===== src/event_pkg.sv =====
// Package for the event input function block: register map, fields, resets.
// Assumes a 32-bit Avalon-MM slave with waitrequest and one 20 MHz clock.
package event_pkg;
  localparam int unsigned DATA_W = 16;
  localparam int unsigned ADDR_W = 4;
  // Word indices; byte address is four times these
  localparam logic [ADDR_W-1:0] CTRL_IDX   = 4'h0;
  localparam logic [ADDR_W-1:0] SP1_IDX    = 4'h1;
  localparam logic [ADDR_W-1:0] SP2_IDX    = 4'h2;
  localparam logic [ADDR_W-1:0] PB1_IDX    = 4'h3;
  localparam logic [ADDR_W-1:0] TI1_IDX    = 4'h4;
  localparam logic [ADDR_W-1:0] TD1_IDX    = 4'h5;
  localparam logic [ADDR_W-1:0] PB2_IDX    = 4'h6;
  localparam logic [ADDR_W-1:0] TI2_IDX    = 4'h7;
  localparam logic [ADDR_W-1:0] TD2_IDX    = 4'h8;
  localparam logic [ADDR_W-1:0] STATUS_IDX = 4'h9;
  localparam logic [ADDR_W-1:0] ACT_SP_IDX = 4'ha;
  localparam logic [ADDR_W-1:0] ACT_PB_IDX = 4'hb;
  localparam logic [ADDR_W-1:0] ACT_TI_IDX = 4'hc;
  localparam logic [ADDR_W-1:0] ACT_TD_IDX = 4'hd;
  localparam int unsigned NUM_WORDS = 14;
  // Control fields
  localparam int unsigned CTRL_FUNC_LSB = 0;
  localparam int unsigned CTRL_FUNC_W   = 4;
  localparam int unsigned CTRL_FMT_BIT  = 4;
  // Status fields
  localparam int unsigned ST_EVENT_BIT = 0;
  localparam int unsigned ST_LOCK_BIT  = 1;
  localparam int unsigned ST_GAIN2_BIT = 2;
  localparam int unsigned ST_SP2_BIT   = 3;
  // Reset values
  localparam logic [DATA_W-1:0] CTRL_RST = 16'h0000;
  localparam logic [DATA_W-1:0] PARM_RST = 16'h0000;
  localparam logic [31:0]       UNMAPPED_RD = 32'h0000_0000;

  typedef enum logic [3:0] {
    FN_NONE      = 4'b0000,
    FN_SP2       = 4'b0001,
    FN_GAIN2     = 4'b0010,
    FN_SP_GAIN2  = 4'b0011,
    FN_CLR_A1    = 4'b0100,
    FN_CLR_A2    = 4'b0101,
    FN_CLR_A12   = 4'b0110,
    FN_KILL_O1   = 4'b0111,
    FN_KILL_O2   = 4'b1000,
    FN_KILL_O12  = 4'b1001,
    FN_LOCK      = 4'b1010
  } event_fn_e;

  typedef enum logic [1:0] {
    BUS_IDLE = 2'b00,
    BUS_RD   = 2'b01,
    BUS_DONE = 2'b10
  } bus_state_e;
endpackage : event_pkg


===== src/param_mem_if.sv =====
// Carrier between the block top and its parameter store.
// Assumes a single clock; one write port and one registered read port.
`timescale 1ns/10ps
interface param_mem_if;
  import event_pkg::*;
  logic                we;
  logic [ADDR_W-1:0]   waddr;
  logic [DATA_W-1:0]   wdata;
  logic [ADDR_W-1:0]   raddr;
  logic [DATA_W-1:0]   rdata;
  modport user (output we, output waddr, output wdata, output raddr, input rdata);
  modport mem  (input we, input waddr, input wdata, input raddr, output rdata);
endinterface : param_mem_if


===== src/event_input_function_select.sv =====
// Event input function select: drives set point, gain set, alarm clears,
// output kills and parameter lock from one event input and a function code.
// Assumes the event input may be asynchronous to clock.
`timescale 1ns/10ps
module event_input_function_select (
  // Clock and reset
  input  wire logic                          clock,
  input  wire logic                          rst_b,
  // Avalon-MM slave
  input  wire logic [event_pkg::ADDR_W+1:0]  avAddress,
  input  wire logic                          avRead,
  input  wire logic                          avWrite,
  input  wire logic [31:0]                   avWritedata,
  input  wire logic [3:0]                    avByteenable,
  output logic      [31:0]                   avReaddata,
  output logic                               avWaitrequest,
  // Event input
  input  wire logic                          eventIn,
  // Tuning engine
  input  wire logic                          tuneDone,
  input  wire logic [event_pkg::DATA_W-1:0]  tunePb,
  input  wire logic [event_pkg::DATA_W-1:0]  tuneTi,
  input  wire logic [event_pkg::DATA_W-1:0]  tuneTd,
  input  wire logic [event_pkg::DATA_W-1:0]  setpointSourceMode,
  // Alarm and output control
  input  wire logic                          alarm1Cond,
  input  wire logic                          alarm2Cond,
  input  wire logic [event_pkg::DATA_W-1:0]  out1DriveIn,
  input  wire logic [event_pkg::DATA_W-1:0]  out2DriveIn,
  output logic                               alarm1Clear,
  output logic                               alarm2Clear,
  output logic                               alarm1Retrigger,
  output logic                               alarm2Retrigger,
  output logic      [event_pkg::DATA_W-1:0]  out1DriveLevel,
  output logic      [event_pkg::DATA_W-1:0]  out2DriveLevel,
  output logic      [event_pkg::DATA_W-1:0]  activeSetpoint,
  output logic      [event_pkg::DATA_W-1:0]  activePb,
  output logic      [event_pkg::DATA_W-1:0]  activeTi,
  output logic      [event_pkg::DATA_W-1:0]  activeTd,
  output logic                               paramLocked
);
  import event_pkg::*;

  function automatic logic [DATA_W-1:0] pick(input logic sel, input logic [DATA_W-1:0] a,
                                             input logic [DATA_W-1:0] b);
    pick = sel ? b : a;
  endfunction : pick

  param_mem_if mif ();
  param_mem u_mem (
    .clock (clock),
    .port  (mif.mem)
  );

  // Event synchroniser; first stage feeds only the second
  logic evtS1_q, evtS2_q, evtPrev_q;
  logic evtS1_d, evtS2_d, evtPrev_d;
  logic evtRise, evtFall;
  always_comb begin
    evtS1_d   = eventIn;
    evtS2_d   = evtS1_q;
    evtPrev_d = evtS2_q;
  end
  always_ff @(posedge clock or negedge rst_b) begin
    if (!rst_b) begin
      evtS1_q   <= 1'b0;
      evtS2_q   <= 1'b0;
      evtPrev_q <= 1'b0;
    end else begin
      evtS1_q   <= evtS1_d;
      evtS2_q   <= evtS2_d;
      evtPrev_q <= evtPrev_d;
    end
  end
  assign evtRise = evtS2_q & ~evtPrev_q;
  assign evtFall = ~evtS2_q & evtPrev_q;

  // Configuration and parameter copies
  event_fn_e         func_q, func_d;
  logic              fmt_q, fmt_d;
  logic [DATA_W-1:0] sp1_q, sp2_q, pb1_q, ti1_q, td1_q, pb2_q, ti2_q, td2_q;
  logic [DATA_W-1:0] sp1_d, sp2_d, pb1_d, ti1_d, td1_d, pb2_d, ti2_d, td2_d;
  logic              useSp2, useGain2, lockNow, busWr;
  logic [ADDR_W-1:0] wIdx;
  logic [DATA_W-1:0] wVal;
  logic              memWe;
  logic [ADDR_W-1:0] memWaddr;
  logic [DATA_W-1:0] memWdata;

  assign wIdx = avAddress[ADDR_W+1:2];
  assign wVal = avWritedata[DATA_W-1:0];
  assign useSp2   = evtS2_q & (func_q == FN_SP2 || func_q == FN_SP_GAIN2);
  assign useGain2 = evtS2_q & (func_q == FN_GAIN2 || func_q == FN_SP_GAIN2);
  assign lockNow  = evtS2_q & (func_q == FN_LOCK);

  always_comb begin
    func_d = func_q;
    fmt_d  = fmt_q;
    sp1_d = sp1_q;
    sp2_d = sp2_q;
    pb1_d = pb1_q;
    ti1_d = ti1_q;
    td1_d = td1_q;
    pb2_d = pb2_q;
    ti2_d = ti2_q;
    td2_d = td2_q;
    memWe = 1'b0;
    memWaddr = wIdx;
    memWdata = wVal;
    busWr = avWrite & ~avWaitrequest & avByteenable[0] & avByteenable[1];
    if (busWr && !lockNow) begin
      memWe = 1'b1;
      case (wIdx)
        CTRL_IDX: begin
          memWe = 1'b0;
          // Codes above 10 are refused so exactly one behaviour holds
          if (avWritedata[CTRL_FUNC_LSB +: CTRL_FUNC_W] <= 4'ha) begin
            func_d = event_fn_e'(avWritedata[CTRL_FUNC_LSB +: CTRL_FUNC_W]);
          end
          fmt_d = avWritedata[CTRL_FMT_BIT];
        end
        SP1_IDX: sp1_d = wVal;
        SP2_IDX: sp2_d = wVal;
        PB1_IDX: pb1_d = wVal;
        TI1_IDX: ti1_d = wVal;
        TD1_IDX: td1_d = wVal;
        PB2_IDX: pb2_d = wVal;
        TI2_IDX: ti2_d = wVal;
        TD2_IDX: td2_d = wVal;
        default: memWe = 1'b0;
      endcase
    end else if (tuneDone) begin
      // Tuning results land in whichever set is in force; the lock guards only
      // operator writes, since tuning is a controller action
      if (useGain2) begin
        pb2_d = tunePb;
        ti2_d = tuneTi;
        td2_d = tuneTd;
      end else begin
        pb1_d = tunePb;
        ti1_d = tuneTi;
        td1_d = tuneTd;
      end
    end
  end

  always_ff @(posedge clock or negedge rst_b) begin
    if (!rst_b) begin
      func_q <= FN_NONE;
      fmt_q  <= CTRL_RST[CTRL_FMT_BIT];
      sp1_q <= PARM_RST;
      sp2_q <= PARM_RST;
      pb1_q <= PARM_RST;
      ti1_q <= PARM_RST;
      td1_q <= PARM_RST;
      pb2_q <= PARM_RST;
      ti2_q <= PARM_RST;
      td2_q <= PARM_RST;
    end else begin
      func_q <= func_d;
      fmt_q  <= fmt_d;
      sp1_q <= sp1_d;
      sp2_q <= sp2_d;
      pb1_q <= pb1_d;
      ti1_q <= ti1_d;
      td1_q <= td1_d;
      pb2_q <= pb2_d;
      ti2_q <= ti2_d;
      td2_q <= td2_d;
    end
  end

  assign mif.we    = memWe;
  assign mif.waddr = memWaddr;
  assign mif.wdata = memWdata;
  assign mif.raddr = wIdx;

  // The store has no reset, so words not yet written since reset read back
  // their reset value; this also hides stale contents after a mid-run reset
  logic [NUM_WORDS-1:0] wordSet_q, wordSet_d;
  always_comb begin
    wordSet_d = wordSet_q;
    if (memWe) begin
      wordSet_d[memWaddr] = 1'b1;
    end
  end
  always_ff @(posedge clock or negedge rst_b) begin
    if (!rst_b) begin
      wordSet_q <= '0;
    end else begin
      wordSet_q <= wordSet_d;
    end
  end

  // Control outputs, all registered
  logic [DATA_W-1:0] sp2Eff, baseSp;
  logic [DATA_W-1:0] actSp_d, actPb_d, actTi_d, actTd_d, o1_d, o2_d;
  logic              a1c_d, a2c_d, a1r_d, a2r_d;
  logic              clrA1Fn, clrA2Fn, killO1, killO2;
  // Wraps on overflow; the operator keeps the sum in range
  assign sp2Eff = fmt_q ? DATA_W'(sp1_q + sp2_q) : sp2_q;
  // Whenever set point 2 is not in force, the source-mode set point replaces sp1 when one is offered
  assign baseSp = (setpointSourceMode != '0) ? setpointSourceMode : sp1_q;
  assign clrA1Fn = (func_q == FN_CLR_A1) || (func_q == FN_CLR_A12);
  assign clrA2Fn = (func_q == FN_CLR_A2) || (func_q == FN_CLR_A12);
  assign killO1 = evtS2_q & ((func_q == FN_KILL_O1) || (func_q == FN_KILL_O12));
  assign killO2 = evtS2_q & ((func_q == FN_KILL_O2) || (func_q == FN_KILL_O12));

  always_comb begin
    actSp_d = pick(useSp2, baseSp, sp2Eff);
    actPb_d = pick(useGain2, pb1_q, pb2_q);
    actTi_d = pick(useGain2, ti1_q, ti2_q);
    actTd_d = pick(useGain2, td1_q, td2_q);
    o1_d = killO1 ? '0 : out1DriveIn;
    o2_d = killO2 ? '0 : out2DriveIn;
    a1c_d = clrA1Fn & evtRise;
    a2c_d = clrA2Fn & evtRise;
    a1r_d = clrA1Fn & evtFall & alarm1Cond;
    a2r_d = clrA2Fn & evtFall & alarm2Cond;
  end

  always_ff @(posedge clock or negedge rst_b) begin
    if (!rst_b) begin
      activeSetpoint  <= PARM_RST;
      activePb        <= PARM_RST;
      activeTi        <= PARM_RST;
      activeTd        <= PARM_RST;
      out1DriveLevel  <= PARM_RST;
      out2DriveLevel  <= PARM_RST;
      alarm1Clear     <= 1'b0;
      alarm2Clear     <= 1'b0;
      alarm1Retrigger <= 1'b0;
      alarm2Retrigger <= 1'b0;
      paramLocked     <= 1'b0;
    end else begin
      activeSetpoint  <= actSp_d;
      activePb        <= actPb_d;
      activeTi        <= actTi_d;
      activeTd        <= actTd_d;
      out1DriveLevel  <= o1_d;
      out2DriveLevel  <= o2_d;
      alarm1Clear     <= a1c_d;
      alarm2Clear     <= a2c_d;
      alarm1Retrigger <= a1r_d;
      alarm2Retrigger <= a2r_d;
      paramLocked     <= lockNow;
    end
  end

  // Bus slave: writes finish in one cycle, reads wait for registered data
  bus_state_e        bus_q, bus_d;
  logic [31:0]       rd_d;
  logic              wait_d;
  logic [DATA_W-1:0] stWord;
  assign stWord = DATA_W'({useSp2, useGain2, lockNow, evtS2_q});

  always_comb begin
    bus_d  = bus_q;
    rd_d   = avReaddata;
    wait_d = 1'b1;
    case (bus_q)
      BUS_IDLE: begin
        if (avWrite) begin
          wait_d = 1'b0;
          bus_d  = BUS_DONE;
        end else if (avRead) begin
          bus_d = BUS_RD;
        end
      end
      BUS_RD: begin
        case (wIdx)
          CTRL_IDX:   rd_d = {27'h0, fmt_q, func_q};
          STATUS_IDX: rd_d = {16'h0, stWord};
          ACT_SP_IDX: rd_d = {16'h0, activeSetpoint};
          ACT_PB_IDX: rd_d = {16'h0, activePb};
          ACT_TI_IDX: rd_d = {16'h0, activeTi};
          ACT_TD_IDX: rd_d = {16'h0, activeTd};
          default: begin
            if (wIdx < ADDR_W'(NUM_WORDS)) begin
              if (wordSet_q[wIdx]) begin
                rd_d = {16'h0, mif.rdata};
              end else begin
                rd_d = {16'h0, PARM_RST};
              end
            end else begin
              rd_d = UNMAPPED_RD;
            end
          end
        endcase
        wait_d = 1'b0;
        bus_d  = BUS_DONE;
      end
      BUS_DONE: bus_d = BUS_IDLE;
      default:  bus_d = BUS_IDLE;
    endcase
  end

  always_ff @(posedge clock or negedge rst_b) begin
    if (!rst_b) begin
      bus_q         <= BUS_IDLE;
      avReaddata    <= UNMAPPED_RD;
      avWaitrequest <= 1'b1;
    end else begin
      bus_q         <= bus_d;
      avReaddata    <= rd_d;
      avWaitrequest <= wait_d;
    end
  end
endmodule : event_input_function_select


===== src/param_mem.sv =====
// Small register-out memory holding set points and gain sets for bus reads.
// Assumes the top keeps its own live copies for control use.
`timescale 1ns/10ps
module param_mem (
  // Clock
  input wire logic     clock,
  // Access
  param_mem_if.mem     port
);
  import event_pkg::*;
  logic [DATA_W-1:0] store [NUM_WORDS];
  logic [DATA_W-1:0] rdata_d;

  always_comb begin
    rdata_d = store[port.raddr];
  end

  always_ff @(posedge clock) begin
    if (port.we) begin
      store[port.waddr] <= port.wdata;
    end
    port.rdata <= rdata_d;
  end
endmodule : param_mem


===== config.mk =====
export PLATFORM = sky130hd
export DESIGN_NAME = event_input_function_select
export DESIGN_NICKNAME = d
export VERILOG_FILES = /design/src/event_pkg.sv /design/src/param_mem_if.sv /design/src/event_input_function_select.sv /design/src/param_mem.sv
export SDC_FILE = /design/constraint.sdc
export NUM_CORES = 1
export LEC_CHECK = 0
export ABC_AREA = 1
export BUFFER_PORTS_ARGS = -buffer_cell sky130_fd_sc_hd__clkbuf_2
export CAP_MARGIN = 40
export CORE_ASPECT_RATIO = 0.5
export CORE_MARGIN = 3
export CORE_UTILIZATION = 30
export CTS_CLUSTER_SIZE = 12
export DETAILED_ROUTE_END_ITERATION = 12
export HOLD_SLACK_MARGIN = 0.06
export PLACE_DENSITY = 0.49
export REMOVE_ABC_BUFFERS = 1
export SLEW_MARGIN = 5
export SYNTH_ARGS = -nofsm -noshare
export SYNTH_HDL_FRONTEND = slang
export SYNTH_SLANG_ARGS = --single-unit

===== constraint.sdc =====
create_clock -name clock -period 3.7 [get_ports clock]
set_clock_uncertainty 0.2 [all_clocks]
set_input_delay 0.37 -clock clock [delete_from_list [all_inputs] [get_ports clock]]
set_output_delay 0.37 -clock clock [all_outputs]
set_load 0.005 [all_outputs]

== Yosys cells after proc, flatten, opt, wreduce, memory -nomap -nowiden ==
Memory sizes are Yosys's and may differ from the RTL's. A register that Yosys moved wholly into a read port is not among the register bits.
Index checks and enable logic that the tools add are counted.
Storage, ports and cells
  flip-flop bits (word level): 286
  memory bits (writable): 224
  output and inout bits: 134
  logic and storage cells: 159
  memories: 1
Memories
  u_mem.store: depth 14, bits a word 16, rd ports 1, clocked after Yosys merged registers in 1, wr ports 1, RTL line param_mem.sv:11  | logic [DATA_W-1:0] store [NUM_WORDS];
Operators by class
  add/subtract/negate cells: 1
  order comparisons: 4
  eq/ne operators: 32
  muxes and demuxes: 48
  bitwise gates (word level): 20
  reduce and logical (&&, ||, !) cells: 25
Operators by type and width (number)
  2-to-1 mux 16 bit: 33
  one-hot mux 32 bit (6 select lines): 1
  equality test 4 bit, second input constant: 9
  equality test 4 x 3 -> 1 bit, second input constant: 8
  2-to-1 mux 32 bit: 1
  AND reduction 3 bit: 7
  adder 16 bit: 1
  AND 1 bit: 16
  equality test 4 x 2 -> 1 bit, second input constant: 4
  nonzero test 16 bit: 1
  inequality test 2 x 1 -> 1 bit, second input constant: 7
  OR 14 bit: 1
  equality test 4 x 1 -> 1 bit, second input constant: 2
  OR reduction 8 bit: 1
  2-to-1 mux 1 bit: 7
  logical OR 1 bit: 6
  AND reduction 2 bit: 3
  less-than comparator 4 x 5 -> 1 bit, second input constant: 1
  binary-select mux 1 bit (select 4 bit): 1
  demux 1 bit (select 4 bit): 1
  greater-or-equal comparator 4 x 1 -> 1 bit, second input constant: 1
  <= comparator 4 bit, second input constant: 1
  zero test 4 bit: 1
  less-than comparator 4 bit, second input constant: 1
  other kinds (10): 15

== Longest topological paths before layout ==
Gate-level depths: netlist of the first run.
  depth in word-level cells: 8
  depth in mapped cells: 14
  depth with buffers taken out: 12

== Cells and area by module ==
Synthesis of the first run repeated with hierarchy kept, for this count alone.
Second synthesis, totals
  cells, all modules: 2474
  area, all modules: 22457.8 um^2
By module, submodules not included
  event_input_function_select: times used 1, cells an instance 1591, area each 12715.9 um^2, sequential area each 6757.7 um^2
  param_mem: times used 1, cells an instance 883, area each 9741.8 um^2, sequential area each 7046.8 um^2

== Worst setup path before layout of the first run ==
Ideal clock, no wire load.
  path kind: input -> register
  from: in avByteenable[1]
  to: mem u_mem.store[8][0] (enable)
  setup time: 0.411 ns
  data arrival time: 2.085 ns
  data required time: 3.089 ns
  path slack: 1.004 ns
  cell stages on the path: 5
  buffers on the path: 1
  path through: nand2_1 nor3b_1 nand2_2 buf_2 nor3_1
On the way
  cells in the longest elaborated chain, start to end: 5
Ends and longest elaborated chain
  start, declared: RTL line event_input_function_select.sv:14  | input wire logic [3:0] avByteenable,
  AND 1 bit: RTL line event_input_function_select.sv:110  | busWr = avWrite & ~avWaitrequest & avByteenable[0] & avByteenable[1];
  logical AND 1 bit: RTL line event_input_function_select.sv:111  | if (busWr && !lockNow) begin
  2-to-1 mux 1 bit: RTL line event_input_function_select.sv:111
  2-to-1 mux 1 bit: RTL line param_mem.sv:19  | if (port.we) begin
  2-to-1 mux 1 bit (implied by the code): RTL line param_mem.sv:20  | store[port.waddr] <= port.wdata;
  end, declared: RTL line param_mem.sv:11
No other way between the ends.

== Worst setup path in the final report of the first run ==
  from: in avWrite
  to: reg ti2_q[2]
On the way
  cells in the longest elaborated chain, start to end: 6
  elaborated cells on any way between the ends: 9
Ends and longest elaborated chain
  start, declared: RTL line event_input_function_select.sv:12  | input wire logic avWrite,
  AND 1 bit (*) (3 in a row): RTL line event_input_function_select.sv:110
  logical AND 1 bit (*): RTL line event_input_function_select.sv:111
  inequality test 2 x 1 -> 1 bit (no source line) or nonzero test 2 bit (tied branches)
  AND reduction 3 bit (no source line)
  end signal, assigned: RTL line event_input_function_select.sv:168  | ti2_q <= ti2_d;
  end, declared: RTL line event_input_function_select.sv:81  | logic [DATA_W-1:0] sp1_q, sp2_q, pb1_q, ti1_q, td1_q, pb2_q, ti2_q, td2_q;
Mark *: on every way between the ends. The rest lies on a longest branch, timed or not.
A chain may end at the register's enable or synchronous reset.

==> reports/results.ini, run 1 <==
[outcome]
outcome = complete, no violations

[cts]
cts_tree = done
ctsHoldBuffers = 109
clk_latency_ns = 0.62
cts_resized = 0
cts_buffers = 51
clock-sinks = 510
h-tree-depth = 2
cts_root_buffer = clkbuf_16
clock_tree.buffer_depth = 3
clkTransAtPathRegs_ns = 0.06
cts_setup_buffers = 0

[timing]
setup_tns_ns = 0
setup_slack_ns = 1.01
whs_ns = 0.0630
finalSetupViolCount = 0
worst_slew_pin_slew_ns = 0.778
fmax_ghz = 0.372
hold_viol = 0
slew_headroom_pct = 48.1
grt_setup_unrepaired = false
slew_violations = 0
fin_crit_sh_pct = 72.7
finalCriticalPeriod_ns = 2.69

[critical_path]
critPathArrivalTime_ns = 3.01
cp-start-kind = input port
cp_slowest_cell = dlygate4sd3_1
critPathRequiredTime_ns = 4.02
path_class = input port to register
r2r_slack_ns = 1.02
path_buf_inv = 5
max_stage_delay_ns = 0.53
endpoint_kind = register
path_max_fanout = 42
worstPathCellList = dlygate4sd3_1 -> clkbuf_2 -> nor3b_1 -> nand2_2 -> inv_2 -> buf_4 -> nand2_1 -> o21ai_0 -> inv_1 -> o21ai_1
critical_path.top_delay_family = buffers and inverters

[global_routing]
grt_overflow_total = 0
grt_antenna_before_repair = 1
grt_pass1_wl_mm = 97.9
grt_usage_pct = 17.3
grt_pass1_vias = 15800
grt_start_max_net_pins = 96

[detailed_routing]
avgRoutedWirePerCell_um = 18.2
wl_mm = 64.5
via_per_inst = 4.45
drt_drc_violations_left = 0
vias = 15800
drt_first_pass_iters = 5
ant_nets = 0
drtIter0Drc = 1252

[pwr]
fin_total_pwr_w = 0.0132
vdd_drop_max_uv = 365
p_leak_nw = 12.2
p_per_area_nw_per_um2 = 495

[yosys]
yosysWarnings = 0
synthFlopType = dfrtp_1
synth_edf_count = 224
async_reset_ff_share_pct = 52.9
ys_seq_area_share_pct = 65.0
syn-cell-area_um2 = 21200
syn_avg_cell_area_um2 = 10.1
ys_seq_elements = 510
syn_inst = 2105
ys_types = 45

[die]
dieHeight_um = 194
die_width_um = 382
num_rows = 68
ioPinCount = 280
core_um2 = 69500
die_area_um2 = 74200
initial_utilization_pct = 30.6

[final_layout]
nNetsFinal = 2719
drive_gt1_share_pct = 15.1
top_register = u_mem.store
final.fill_count = 6957
largest_reg_flops = 224
syn2layout_area_growth_pct = 25.4
final_area_um2 = 26600

[placement]
place_area_um2 = 24000
port-buffer-count = 243
dpl_worst_slack_ns = 0.867
dp_hpwl_mm = 41.9
gp_congestion = 0.849

[job]
cap_violations = 0

[min_path]
hp-class = input port to register

synth_stat cells (2+ instances only):
cell,count,area share (%)
nand2_1,580,10
dfrtp_1,269,32
inv_1,239,4.2
edfxtp_1,224,32
o21ai_0,164,3.9
nor2_1,141,2.5
a22oi_1,96,3.4
o21ai_1,71,1.7
clkbuf_1,45,0.80
nand3_1,41,0.97
a21oi_1,40,0.94
buf_2,27,0.64
buf_4,23,0.81
nand4_1,18,0.53
dfxtp_1,16,1.5
o2111ai_1,16,0.66
ha_1,15,0.88
nor3_1,10,0.24
buf_6,8,0.42
or2_2,8,0.24
buf_1,7,0.12
inv_2,6,0.11
nor2_2,4,0.12
nor2_4,4,0.21
nor3b_1,4,0.14
o21ai_4,4,0.31
xor2_1,4,0.16
a31oi_1,2,0.059
nand2_2,2,0.059
xnor2_1,2,0.082
metrics by stage:
step / std cells / utilization [%]
2_1_floorplan: 2106 / -
3_3_place_gp: 3336 / 34.4
3_5_place_dp: 3340 / 34.5
4_1_cts: 3545 / 38.3
5_1_grt: 3545 / 38.3
6_report: 3546 / 38.3
cell type report:
type                       instances  area (µm²)  area share (%)
antenna                            1        2.50         0.00940
clock buffer                      89        1460            5.50
clock inverter                     7         105           0.395
inverter                         246         923            3.47
multi-input combinational       1350        6370            23.9
sequential                       510       13800            51.8
tap                              945        1180            4.44
timing repair buffer             398        2780            10.4
cells in the final DEF, fill, tap and decap left out, types with 3 or more instances in the layout:
| cell type | count |
|---|---|
| clkbuf_16 | 52 |
| o21ai_0 | 164 |
| nor2_1 | 135 |
| nor3b_1 | 4 |
| clkinv_1 | 3 |
| inv_1 | 237 |
| nand3_1 | 40 |
| dlygate4sd3_1 | 109 |
| ha_1 | 15 |
| buf_12 | 7 |
| clkbuf_1 | 34 |
| inv_2 | 6 |
| or2_2 | 8 |
| nand2_1 | 580 |
| clkbuf_2 | 242 |
| conb_1 | 112 |
| nand4_1 | 18 |
| nor2_4 | 5 |
| o21ai_4 | 4 |
| o21ai_1 | 71 |
| a22oi_1 | 96 |
| dfrtp_1 | 269 |
| nor2_2 | 9 |
| o2111ai_1 | 16 |
| edfxtp_1 | 224 |
| nor3_1 | 9 |
| buf_4 | 37 |
| a21oi_1 | 40 |
| dfxtp_1 | 16 |
| xor2_1 | 4 |
worst paths after layout:
check,end,startpoint,depth (start not counted)
max,ti2_q[2]$_DFFE_PN0P_,avWrite,10
min,u_mem.store[5][13]$_DFFE_PP_,avWritedata[13],1
min reg2reg,evtPrev_d$_DFF_PN0_,evtS1_q$_DFF_PN0_,0
min in group asynchronous,out1DriveLevel[2]$_DFF_PN0_,rst_b,2
max in group asynchronous,wordSet_q[0]$_DFFE_PN0N_,rst_b,3
max reg2reg,ti2_q[2]$_DFFE_PN0P_,func_q[3]$_DFFE_PN0P_,10
power breakdown:
| group | total [W] | internal (W) | switching, W | leakage (nW) |
|---|---|---|---|---|
| registers | 0.00671 | 0.00645 | 0.000262 | 5.57 |
| clock network | 0.00501 | 0.00277 | 0.00224 | 0.752 |
| logic | 0.00148 | 0.000581 | 0.000899 | 5.87 |
| total | 0.0132 | 0.00980 | 0.00340 | 12.2 |
logic make-up after synthesis:
kind of cell | share of synthesized area, %
AO/OA/AOI/OAI | 11.0
other | 0.0177
AND/OR/NAND/NOR | 15.5
flip-flops | 65.0
XOR/XNOR | 0.247
adder cells (fa/ha/maj) | 0.978
multiplexers | 0.0471
buffers and inverters | 7.14
routing by layer:
metal / vias to the layer above / GRT usage, % / wire [µm]
met4: 0 / 4.44 / 1430
met3: 87 / 1.70 / 2120
met1: 7656 / 23.1 / 29100
met2: 298 / 30.0 / 31900
li1: 7725 / - / -
met5: - / 0 / 0
(Power assumes the default switching activity.)
==> inputs of run 2 (changes only) <==
--- a/config.mk
+++ b/config.mk
@@ -14,7 +14,7 @@
 export CTS_CLUSTER_SIZE = 12
 export DETAILED_ROUTE_END_ITERATION = 12
 export HOLD_SLACK_MARGIN = 0.06
-export PLACE_DENSITY = 0.49
+export PLACE_DENSITY = 0.51
 export REMOVE_ABC_BUFFERS = 1
 export SLEW_MARGIN = 5
 export SYNTH_ARGS = -nofsm -noshare
==> constraint.sdc (replaced) <==
create_clock -name clock -period 2.45 [get_ports clock]
set_clock_uncertainty 0.2 [all_clocks]
set_input_delay 0.245 -clock clock [delete_from_list [all_inputs] [get_ports clock]]
set_output_delay 0.245 -clock clock [all_outputs]
set_load 0.005 [all_outputs]
==> reports/results.ini, run 2 (synthesis gave the netlist of run 1 again) <==
[critical_path]
r2r_slack_ns = 0.19
crit_start = avWaitrequest$_DFF_PN1_
critPathArrivalTime_ns = 2.56
critPathRequiredTime_ns = 2.74
path_buf_inv = 4
path_common_cell = buf_12
reg2reg_to = td1_q[0]$_DFFE_PN0P_
cp_slowest_cell = dfstp_2
cp.depth = 10
r2r-start = avWaitrequest$_DFF_PN1_
crit_path_end = td1_q[0]$_DFFE_PN0P_
path_class = register to register
endpoint_kind = register
path_max_fanout = 53
cp-start-kind = register
critical_path.top_delay_family = buffers and inverters
worstPathCellList = nor3b_1 -> buf_4 -> nand2_2 -> inv_2 -> buf_12 -> or2_4 -> o21ai_4 -> buf_12 -> nand2_1 -> o21ai_1
max_stage_delay_ns = 0.37
rr_worst_depth = 10

[die]
core_um2 = 69500
ioPinCount = 280
dieHeight_um = 194
die_width_um = 382
die_area_um2 = 74200
initial_utilization_pct = 30.6
num_rows = 68

[final_layout]
final.fill_count = 6945
final_common_cell = nand2_1
nNetsFinal = 2766
antenna_cells = 0
final_area_um2 = 27200
seq_area_um2 = 13800
drive_gt1_share_pct = 16.2
layout_common_cells = nand2_1 (580), dfrtp_1 (269), clkbuf_2 (242), inv_1 (237), edfxtp_1 (224)
multi_input_area_um2 = 6370
final_core_util_pct = 39.2
top_register = u_mem.store
syn2layout_area_growth_pct = 28.2
largest_reg_flops = 224

[cts]
clkTransAtPathRegs_ns = 0.06
cts_buffers = 51
ctsHoldBuffers = 123
cts_setup_buffers = 0
cts_resized = 0
clock_tree.buffer_depth = 3
cts_root_buffer = clkbuf_16
h-tree-depth = 2
clk_latency_ns = 0.63
cts_tree = done
clock-sinks = 510

[placement]
port-buffer-count = 243
place_area_um2 = 24400
dp_hpwl_mm = 43.1
dpl_worst_slack_ns = 0.159
gp_congestion = 0.844

[global_routing]
grt_busiest_layer = met2
use_met3_pct = 1.92
grt_pass1_vias = 16300
grt_antenna_before_repair = 0
use_met1_pct = 23.1
grt_overflow_total = 0
grt_start_max_net_pins = 73
use_met2_pct = 30.2
grt_pass1_wl_mm = 99.4
grt_usage_pct = 17.5

[detailed_routing]
via_per_inst = 4.54
wl_mm = 65.3
drt_first_pass_iters = 5
drtIter0Drc = 1170
drt_drc_violations_left = 0
vias = 16300
avgRoutedWirePerCell_um = 18.2
ant_nets = 0

[pwr]
p_comb_share_pct = 11.5
p_sw_w = 0.00517
p_leak_nw = 12.5
vdd_drop_max_uv = 576
seq_power_share_pct = 51.0
p_per_area_nw_per_um2 = 732
switching_share_pct = 25.9
clock_power_share_pct = 37.5
p_int_w = 0.0148

[timing]
fin_crit_sh_pct = 92.3
worst_slew_pin_slew_ns = 0.684
finalCriticalPeriod_ns = 2.26
fmax_ghz = 0.442
slew_headroom_pct = 54.4
slew_violations = 0
finalSetupViolCount = 0
hold_viol = 0
grt_setup_unrepaired = false
setup_slack_ns = 0.188

[outcome]
outcome = complete, no violations

[job]
cap_violations = 0

[min_path]
hp-class = input port to register

[run 2: how the worst min path moves through the flow]
| stage | startpoint | to | slack (ns) | cells past startpoint |
|---|---|---|---|---|
| 2_1_floorplan | rst_b | activePb[0]$_DFF_PN0_ | -0.25 | 0 |
| 3_3_place_gp | rst_b | ti2_q[1]$_DFFE_PN0P_ | 0.06 | 1 |
| 3_5_place_dp | rst_b | ti1_q[1]$_DFFE_PN0P_ | 0.06 | 1 |
| 4_1_cts | avAddress[2] | u_mem.port.rdata[1]$_DFF_P_ | 0.07 | 4 |
| 5_1_grt | eventIn | evtS1_q$_DFF_PN0_ | 0.1 | 2 |
| 6_report | eventIn | evtS1_q$_DFF_PN0_ | 0.09 | 2 |
[run 2: final cells by class]
type                       instances  area share, %
clock buffer                      83           5.35
sequential                       510           50.7
timing repair buffer             445           12.4
tap                              945           4.34
inverter                         246           3.39
clock inverter                     9          0.409
multi-input combinational       1350           23.4
[run 2: worst register-to-register path, stage by stage (launching register included)]
cell and delay, ns:
dfstp_2 0.37, nor3b_1 0.26, buf_4 0.16, nand2_2 0.09, inv_2 0.12, buf_12 0.25, or2_4 0.25, o21ai_4 0.08
buf_12 0.18, nand2_1 0.13, o21ai_1 0.06
[run 2: per-stage QoR]
step | std cells | power, W | hold WS, ns | TNS (ns)
floorplan | 2106 | 0.0113 | -0.251 | -134.72
global route | 3588 | 0.0209 | 0.0981 | 0
finish | 3588 | 0.0199 | 0.0950 | 0
global placement | 3372 | 0.0124 | 0.0569 | 0
detailed placement | 3373 | 0.0125 | 0.0627 | 0
CTS | 3588 | 0.0202 | 0.0674 | 0
[run 2: power by group through the flow]
stage	registers, W	clock network (W)	logic [W]
2_1_floorplan	0.0102	0	0.00106
3_5_place_dp	0.0103	0	0.00215
4_1_cts	0.0102	0.00770	0.00231
6_report	0.0102	0.00748	0.00229
3_3_place_gp	0.0103	0	0.00211
5_1_grt	0.0102	0.00805	0.00261
[run 2: metal layers]
| metal | wire (µm) | up-vias | part of all wire, % |
|---|---|---|---|
| met1 | 28900 | 8033 | 44 |
| li1 | - | 7827 | - |
| met2 | 32400 | 339 | 50 |
| met3 | 2320 | 99 | 3.6 |
| met5 | 0 | - | 0 |
| met4 | 1710 | 0 | 2.6 |
